--- config.mk ---
export PLATFORM = sky130hd
export DESIGN_NAME = uart_baud_and_break_control
export DESIGN_NICKNAME = d
export VERILOG_FILES = /design/src/shared/brg_pkg.sv /design/src/rtl/brg_divider.sv /design/src/rtl/uart_baud_and_break_control.sv
export SDC_FILE = /design/constraint.sdc
export NUM_CORES = 1
export LEC_CHECK = 0
export BUFFER_PORTS_ARGS = -buffer_cell sky130_fd_sc_hd__buf_2
export CAP_MARGIN = 0
export CORE_UTILIZATION = 43
export DETAILED_ROUTE_END_ITERATION = 12
export PLACE_DENSITY = 0.76
export SYNTH_ARGS = -nofsm -noshare
export SYNTH_HDL_FRONTEND = slang
export SYNTH_SLANG_ARGS = --single-unit
--- constraint.sdc ---
create_clock -name hclk -period 3.8 [get_ports hclk]
set_input_delay 0.19 -clock hclk [delete_from_list [all_inputs] [get_ports hclk]]
set_output_delay 0.19 -clock hclk [all_outputs]
set_load 0.03 [all_outputs]
--- src/shared/brg_pkg.sv ---
// Purpose: constants and types shared by the baud and break control block
// Assumes: 32-bit AHB-Lite register bus, one word per register
// Notes: offsets are byte addresses
package brg_pkg;

	localparam logic [7:0] ADDR_MODE = 8'h00;
	localparam logic [7:0] ADDR_BAUD = 8'h04;
	localparam logic [7:0] ADDR_CLKSEL = 8'h08;
	localparam logic [7:0] ADDR_BREAK = 8'h0C;
	localparam logic [7:0] ADDR_STATUS = 8'h10;
	localparam logic [7:0] ADDR_IRQ_STATUS = 8'h14;
	localparam logic [7:0] ADDR_IRQ_CLEAR = 8'h18;
	localparam logic [7:0] ADDR_IRQ_ENABLE = 8'h1C;

	// serial_mode_reg fields
	localparam int POWER_BIT = 7;
	localparam int TXE_BIT = 6;
	localparam int RXE_BIT = 5;
	// break_control_reg fields
	localparam int BRK_TX_START_BIT = 7;
	localparam int BRK_RX_START_BIT = 6;
	// status register fields
	localparam int ST_RX_FLAG_BIT = 0;
	localparam int ST_RX_ACTIVE_BIT = 1;
	localparam int ST_TX_ACTIVE_BIT = 2;
	// interrupt status / clear / enable layout
	localparam int IRQ_RX_DONE = 0;
	localparam int IRQ_RX_ERR = 1;
	localparam int IRQ_TX_DONE = 2;
	localparam int IRQ_W = 3;

	localparam logic [7:0] DIVISOR_RESET = 8'hFF;
	localparam logic [3:0] CLKSEL_RESET = 4'h0;
	localparam logic [3:0] CLKSEL_MAX = 4'hA;
	localparam int PRE_W = 10;
	localparam logic [3:0] BREAK_TX_BITS = 4'hD;
	localparam logic [3:0] BREAK_RX_MIN_BITS = 4'hB;

	typedef enum logic [1:0] {rx_idle, rx_wait_low, rx_count} rx_state_e;

endpackage

--- src/rtl/brg_divider.sv ---
// Purpose: programmable divisor counter and bit-rate halving stage
// Assumes: base_tick is a one-cycle enable on hclk
// Notes: bit_tick is a one-cycle pulse from a flop
module brg_divider
	import brg_pkg::*;
#(
	parameter int DIV_W = 8
)
(
	input wire logic hclk,
	input wire logic hresetn,
	input wire logic run,
	input wire logic base_tick,
	input wire logic [DIV_W-1:0] divisor,
	output logic bit_tick
);

	generate
		if (DIV_W < 2 || DIV_W > 16)
		begin : g_bad_width
			$error("brg_divider: DIV_W must lie in 2..16");
		end
	endgenerate

	typedef struct packed {
		logic [DIV_W-1:0] count;
		logic half;
		logic tick;
	} div_s;

	div_s state_reg;
	div_s state_next;

	always_comb
	begin
		state_next = state_reg;
		state_next.tick = 1'b0;
		if (!run)
		begin
			state_next.count = '0;
			state_next.half = 1'b0;
		end
		else if (base_tick)
		begin
			if (state_reg.count >= divisor)
			begin
				state_next.count = '0;
				// two counter periods per bit
				state_next.half = !state_reg.half;
				state_next.tick = state_reg.half;
			end
			else
			begin
				state_next.count = state_reg.count + 1'b1;
			end
		end
	end

	always_ff @(posedge hclk or negedge hresetn)
	begin
		if (!hresetn)
		begin
			state_reg <= '0;
		end
		else
		begin
			state_reg <= state_next;
		end
	end

	assign bit_tick = state_reg.tick;

endmodule

--- src/rtl/uart_baud_and_break_control.sv ---
// Purpose: bit-rate generator and break-field send/receive control behind AHB-Lite
// Assumes: single word transfers; hclk 100 MHz; rxd already synchronous
// Notes: reads take one wait state, writes none; response always OKAY
//
// Added by the designer: the register offsets and register access over AHB-Lite.

//////////////////////////////////////////////////////////////////////////////
// Function
// - bit rate is the divisor counter output halved
// - rewriting break control with the same value while running is accepted
// - a write with break start set begins a fresh break operation only while power and that channel's enable are set
// - break transmit start clears itself with the completion interrupt
// - break receive flag stays one after a break receive error
// - break receive start bit always reads zero
module uart_baud_and_break_control
	import brg_pkg::*;
(
	input wire logic hclk,
	input wire logic hresetn,
	input wire logic hsel,
	input wire logic [31:0] haddr,
	input wire logic [1:0] htrans,
	input wire logic hwrite,
	input wire logic [2:0] hsize,
	input wire logic [31:0] hwdata,
	input wire logic hready,
	output logic hreadyout,
	output logic hresp,
	output logic [31:0] hrdata,
	input wire logic rxd,
	output logic txd,
	output logic irq
);

	typedef struct packed {
		logic dp_write;
		logic dp_read;
		logic rd_wait;
		logic [7:0] dp_addr;
		logic [31:0] rdata;
		logic power;
		logic txe;
		logic rxe;
		logic [7:0] divisor;
		logic [3:0] clk_sel;
		logic [PRE_W-1:0] pre_cnt;
		rx_state_e rx_state;
		logic [3:0] rx_cnt;
		logic rx_flag;
		logic tx_active;
		logic [3:0] tx_cnt;
		logic txd;
		logic [IRQ_W-1:0] irq_status;
		logic [IRQ_W-1:0] irq_enable;
	} ctl_s;

	ctl_s state_reg;
	ctl_s state_next;
	logic bit_tick;
	logic base_tick;

	function automatic logic [PRE_W-1:0] pre_mask(input logic [3:0] sel);
		logic [PRE_W:0] one_hot;
		one_hot = '0;
		one_hot[sel] = 1'b1;
		pre_mask = PRE_W'(one_hot - 1'b1);
	endfunction

	function automatic logic [31:0] read_mux(input ctl_s s);
		logic [31:0] v;
		v = 32'h00000000;
		case (s.dp_addr)
			ADDR_MODE:
			begin
				v[POWER_BIT] = s.power;
				v[TXE_BIT] = s.txe;
				v[RXE_BIT] = s.rxe;
			end
			ADDR_BAUD: v[7:0] = s.divisor;
			ADDR_CLKSEL: v[3:0] = s.clk_sel;
			// start bit for reception stays zero on read
			ADDR_BREAK: v[BRK_TX_START_BIT] = s.tx_active;
			ADDR_STATUS:
			begin
				v[ST_RX_FLAG_BIT] = s.rx_flag;
				v[ST_RX_ACTIVE_BIT] = (s.rx_state != rx_idle);
				v[ST_TX_ACTIVE_BIT] = s.tx_active;
			end
			ADDR_IRQ_STATUS: v[IRQ_W-1:0] = s.irq_status;
			ADDR_IRQ_ENABLE: v[IRQ_W-1:0] = s.irq_enable;
			default: v = 32'h00000000;
		endcase
		read_mux = v;
	endfunction

	//////////////////////////////////////////////////////////////////////////////
	// base clock prescaler and divisor counter

	// a select above the top tap falls back to the slowest rate
	assign base_tick = state_reg.power &&
		((state_reg.pre_cnt & pre_mask(state_reg.clk_sel > CLKSEL_MAX ? CLKSEL_MAX : state_reg.clk_sel)) == '0);

	brg_divider #(
		.DIV_W(8)
	) u_div (
		.hclk(hclk),
		.hresetn(hresetn),
		.run(state_reg.power),
		.base_tick(base_tick),
		.divisor(state_reg.divisor),
		.bit_tick(bit_tick)
	);

	//////////////////////////////////////////////////////////////////////////////
	// next state

	always_comb
	begin
		logic [IRQ_W-1:0] events;
		logic [IRQ_W-1:0] clears;
		logic rx_run;
		logic tx_run;
		events = '0;
		clears = '0;
		state_next = state_reg;
		rx_run = state_reg.power && state_reg.rxe;
		tx_run = state_reg.power && state_reg.txe;
		state_next.pre_cnt = state_reg.power ? PRE_W'(state_reg.pre_cnt + 1'b1) : '0;

		// break reception: line must stay low long enough, then rise
		if (!rx_run)
		begin
			state_next.rx_state = rx_idle;
		end
		else if (bit_tick)
		begin
			case (state_reg.rx_state)
				rx_idle: state_next.rx_state = rx_idle;
				rx_wait_low:
				begin
					if (!rxd)
					begin
						state_next.rx_state = rx_count;
						state_next.rx_cnt = 4'h1;
					end
				end
				rx_count:
				begin
					if (!rxd)
					begin
						if (state_reg.rx_cnt != 4'hF)
						begin
							state_next.rx_cnt = state_reg.rx_cnt + 4'h1;
						end
					end
					else if (state_reg.rx_cnt >= BREAK_RX_MIN_BITS)
					begin
						state_next.rx_state = rx_idle;
						state_next.rx_flag = 1'b0;
						events[IRQ_RX_DONE] = 1'b1;
					end
					else
					begin
						// flag held; software must re-arm reception
						state_next.rx_state = rx_idle;
						state_next.rx_flag = 1'b1;
						events[IRQ_RX_ERR] = 1'b1;
					end
				end
				default: state_next.rx_state = rx_idle;
			endcase
		end

		// break transmission: line low for a fixed count of bits
		if (!tx_run)
		begin
			state_next.tx_active = 1'b0;
			state_next.txd = 1'b1;
		end
		else if (state_reg.tx_active && bit_tick)
		begin
			if (state_reg.tx_cnt == BREAK_TX_BITS - 4'h1)
			begin
				state_next.tx_active = 1'b0;
				state_next.txd = 1'b1;
				events[IRQ_TX_DONE] = 1'b1;
			end
			else
			begin
				state_next.tx_cnt = state_reg.tx_cnt + 4'h1;
			end
		end

		// bus data phase
		if (state_reg.dp_write)
		begin
			state_next.dp_write = 1'b0;
			case (state_reg.dp_addr)
				ADDR_MODE:
				begin
					state_next.power = hwdata[POWER_BIT];
					state_next.txe = hwdata[TXE_BIT];
					state_next.rxe = hwdata[RXE_BIT];
				end
				// taken as written; software keeps the enables low meanwhile
				ADDR_BAUD: state_next.divisor = hwdata[7:0];
				ADDR_CLKSEL: state_next.clk_sel = hwdata[3:0];
				ADDR_BREAK:
				begin
					// same-value rewrite is legal and restarts an operation
					if (hwdata[BRK_RX_START_BIT] && rx_run)
					begin
						state_next.rx_state = rx_wait_low;
						state_next.rx_cnt = 4'h0;
						state_next.rx_flag = 1'b1;
					end
					if (hwdata[BRK_TX_START_BIT] && tx_run)
					begin
						state_next.tx_active = 1'b1;
						state_next.tx_cnt = 4'h0;
						state_next.txd = 1'b0;
					end
				end
				ADDR_IRQ_CLEAR: clears = hwdata[IRQ_W-1:0];
				ADDR_IRQ_ENABLE: state_next.irq_enable = hwdata[IRQ_W-1:0];
				default: state_next.dp_write = 1'b0;
			endcase
		end
		if (state_reg.dp_read)
		begin
			if (!state_reg.rd_wait)
			begin
				state_next.rdata = read_mux(state_reg);
				state_next.rd_wait = 1'b1;
			end
			else
			begin
				state_next.dp_read = 1'b0;
				state_next.rd_wait = 1'b0;
			end
		end

		// a new event wins over a clear in the same cycle
		state_next.irq_status = (state_reg.irq_status & ~clears) | events;

		// bus address phase
		if (hsel && htrans[1] && hready)
		begin
			state_next.dp_addr = haddr[7:0];
			state_next.dp_write = hwrite;
			state_next.dp_read = !hwrite;
			state_next.rd_wait = 1'b0;
		end
	end

	always_ff @(posedge hclk or negedge hresetn)
	begin
		if (!hresetn)
		begin
			state_reg <= '{dp_write: 1'b0, dp_read: 1'b0, rd_wait: 1'b0, dp_addr: 8'h00, rdata: 32'h00000000,
				power: 1'b0, txe: 1'b0, rxe: 1'b0, divisor: DIVISOR_RESET, clk_sel: CLKSEL_RESET,
				pre_cnt: '0, rx_state: rx_idle, rx_cnt: 4'h0, rx_flag: 1'b0, tx_active: 1'b0,
				tx_cnt: 4'h0, txd: 1'b1, irq_status: '0, irq_enable: '0};
		end
		else
		begin
			state_reg <= state_next;
		end
	end

	//////////////////////////////////////////////////////////////////////////////
	// outputs

	assign hreadyout = !state_reg.dp_read || state_reg.rd_wait;
	assign hresp = 1'b0;
	assign hrdata = state_reg.rdata;
	assign txd = state_reg.txd;
	assign irq = |(state_reg.irq_status & state_reg.irq_enable);

endmodule

==> summary.txt <==
Die Width = 101 um
Core area = 9330 um^2
Commonest cells after routing, fill and taps aside = dfrtp_1, buf_2, nand2_1, o21ai_0, mux2_2
Crit-path max FO = 14
Iteration-0 DRC Markers = 154
CTS tree = done
Slowest CP cell = nor3_1
Post-Syn Instances = 427
Via count = 3097
Aggregate global routing overflow = 0
DP Wirelength = 6110 um
Avg WL per Cell = 14.7 um
Post-synth ARST share = 100%
Ys flop type = dfrtp_1
Initial core utilization = 44.9%
Hold/Removal Path Class = primary input to flip-flop
Total Routing Usage GR = 18.2%
Clock transition at the registers of the reported paths = 0.08 ns
Die Y-Extent = 101 um
Min Tclk post-route = 3.33 ns
Worst path cell trace = or4_4, ha_1, nor2b_1, o21ai_0, o2111ai_1, nor3_1, a32o_1
Seq/Total Area, Yosys = 43.9%
Post-synth top area share = 38.2%
Initial antenna violation count = 0
Final hold violations = 0
Commonest non-fill, non-tap cell in the layout = dfrtp_1
CTS Buffer Depth = 2
TritonRoute pass-1 iters = 5
Relative slew slack = 34.3%
Post-synth EDFFs = 0
PortBufs = 33
Worst hold slack = 0.0287 ns
Synthesized area per cell = 9.81 um^2
Max reg flops = 54
Main area contributors after synthesis = dfrtp_1, mux2_2, buf_4
Skew final = 0.0101 ns
Final nets = 538
Clock Latency Late Sink = 0.35 ns
Max Fclk = 0.301 GHz
Setup crit start kind = flip-flop
Synth area leader = dfrtp_1
First-pass GRT wire length = 14500 um
Crit path buf inv count = 0
Setup TNS = 0 ns
Final Slew Violations = 0
Pleak = 2.09 nW
CP Data Required Time = 4.08 ns
Remaining DRCs = 0
Register bit total from synthesis = 73
I/O pins = 111
RSZ-0062 raised after global routing = no
Post-CTS setup buffers = 0
GPL Wtd Cong = 0.803
Total Wirelength = 8500 um
Slew at the pin with the worst max-slew slack = 0.984 ns
Area added between synthesis and finish = 7.65%
CTS H-Tree Depth = 3
Worst ir drop on vdd = 0.000166 V
Largest net degree at the start of global routing = 39
Distinct cell type count after synthesis = 56
CTS root buf = clkbuf_8
Antenna viol nets, final = 0
Crit path arrival time = 3.61 ns
Synthesized area = 4190 um^2
Antenna Cells = 0
Via density = 5.34
Period utilisation layout = 87.5%
Number of global-route vias before repair = 3061
CTS sink cnt = 73
Pwr dens = 402 nW/um^2
Max incr delay on CP = 0.79 ns
Max Cap Viol = 0
Status = complete, no violations
Row cnt = 35
Yosys warnings = 0
Critical path class = flip-flop to flip-flop
CP delay by family, top = simple AND/OR/NAND/NOR gates
Final setup vio count = 0
Share of cells above drive strength 1 = 20.2%
CTS buffer count = 9
Crit end category = flip-flop
DIE AREA = 10100 um^2
[area by class of cell]
type / count / area (um^2)
Sequential cell: 73 / 1840
Clock inverter: 4 / 51.3
Fill cell: 876 / 4820
Timing Repair Buffer: 36 / 190
Multi-Input combinational cell: 304 / 2030
Tap cell: 129 / 161
Clock buffer: 12 / 155
Inverter: 22 / 82.6
[cells by family (layout without fill, tap and decap cells)]
logic type	count (synthesis)	after routing	synth area share, %
buffers and inverters	74	74	9.80
other	1	25	0.0895
multiplexers	32	32	8.42
AND/OR/NAND/NOR	132	132	16.4
flip-flops	73	73	43.9
XOR/XNOR	9	9	1.88
AO/OA/AOI/OAI	89	89	14.5
adder cells (fa/ha/maj)	17	17	5.08
[stage by stage]
step                instances  setup slack, ns  utilization [%]  area, um^2  power, mW
finish                    580            0.474             48.3        4510       1.81
global route              580            0.201             48.3        4510       1.90
CTS                       580            0.506             48.3        4510       1.82
detailed placement        563            0.536             46.0        4290       1.19
global placement          563            0.616             46.0        4290       1.18
floorplan                 451             1.28                -        4280       1.14
[Yosys cell counts (3+ instances only)]
library cell and n:
ha_1 17, nor3_1 13, mux2i_1 6, xor2_1 6
buf_4 33, inv_1 21, nor3b_1 4, nor2_1 23
a21oi_1 15, a32o_1 6, dfrtp_1 64, nand2_1 29
and4_1 3, a211o_1 7, a31oi_1 3, mux2_2 26
a32oi_1 3, nand2b_1 3, nand4_1 4, or4_1 3
nand3_1 23, a22oi_1 6, dfstp_2 9, and3_1 6
clkbuf_1 16, o21ai_0 26, nor2b_1 9, a22o_1 4
or2_2 3, xnor2_1 3, a21o_1 3
[final timing paths]
check,from,endpoint,slack (ns),depth (start not counted)
setup / recovery,state_reg[31]$_DFFE_PN0P_,u_div.state_reg[5]$_DFFE_PN0P_,0.47,7
hold / removal,hwrite,state_reg[85]$_DFF_PN0_,0.03,2
setup reg to reg,state_reg[31]$_DFFE_PN0P_,u_div.state_reg[5]$_DFFE_PN0P_,0.47,7
hold reg to reg,hrdata[0]$_DFFE_PN0P_,hrdata[0]$_DFFE_PN0P_,0.48,2
max in group asynchronous,hresetn,state_reg[40]$_DFFE_PN1P_,2.28,3
min in group asynchronous,hresetn,u_div.state_reg[3]$_DFFE_PN0P_,0.51,2
[per-layer routing]
| metal | wire, um | share of wire, % | GRT usage [%] | up-vias |
|---|---|---|---|---|
| met2 | 4160 | 49 | 30.1 | 69 |
| met4 | 127 | 1.5 | 6.47 | 0 |
| met1 | 3910 | 46 | 23.2 | 1505 |
| met3 | 306 | 3.6 | 4.72 | 10 |
| li1 | - | - | - | 1513 |
| met5 | 0 | 0 | 0 | - |
[what timing repair did]
action                     CTS  global route
hold buffers                 1             0
hold endpoints to repair    13             0
setup endpoints to repair    0             0
resized for setup            0             0
[worst register-to-register path, cell delays in order, from the launching register on]
cell,delay [ns]
dfrtp_1,0.53
or4_4,0.60
ha_1,0.30
nor2b_1,0.16
o21ai_0,0.18
o2111ai_1,0.48
nor3_1,0.79
a32o_1,0.22
[where the power goes]
| group | switching (mW) | internal (mW) |
|---|---|---|
| Combinational | 0.173 | 0.102 |
| Sequential | 0.0683 | 0.839 |
| Clock | 0.291 | 0.340 |
| Total | 0.532 | 1.28 |
No activity file was read; power rests on OpenSTA's default activity.
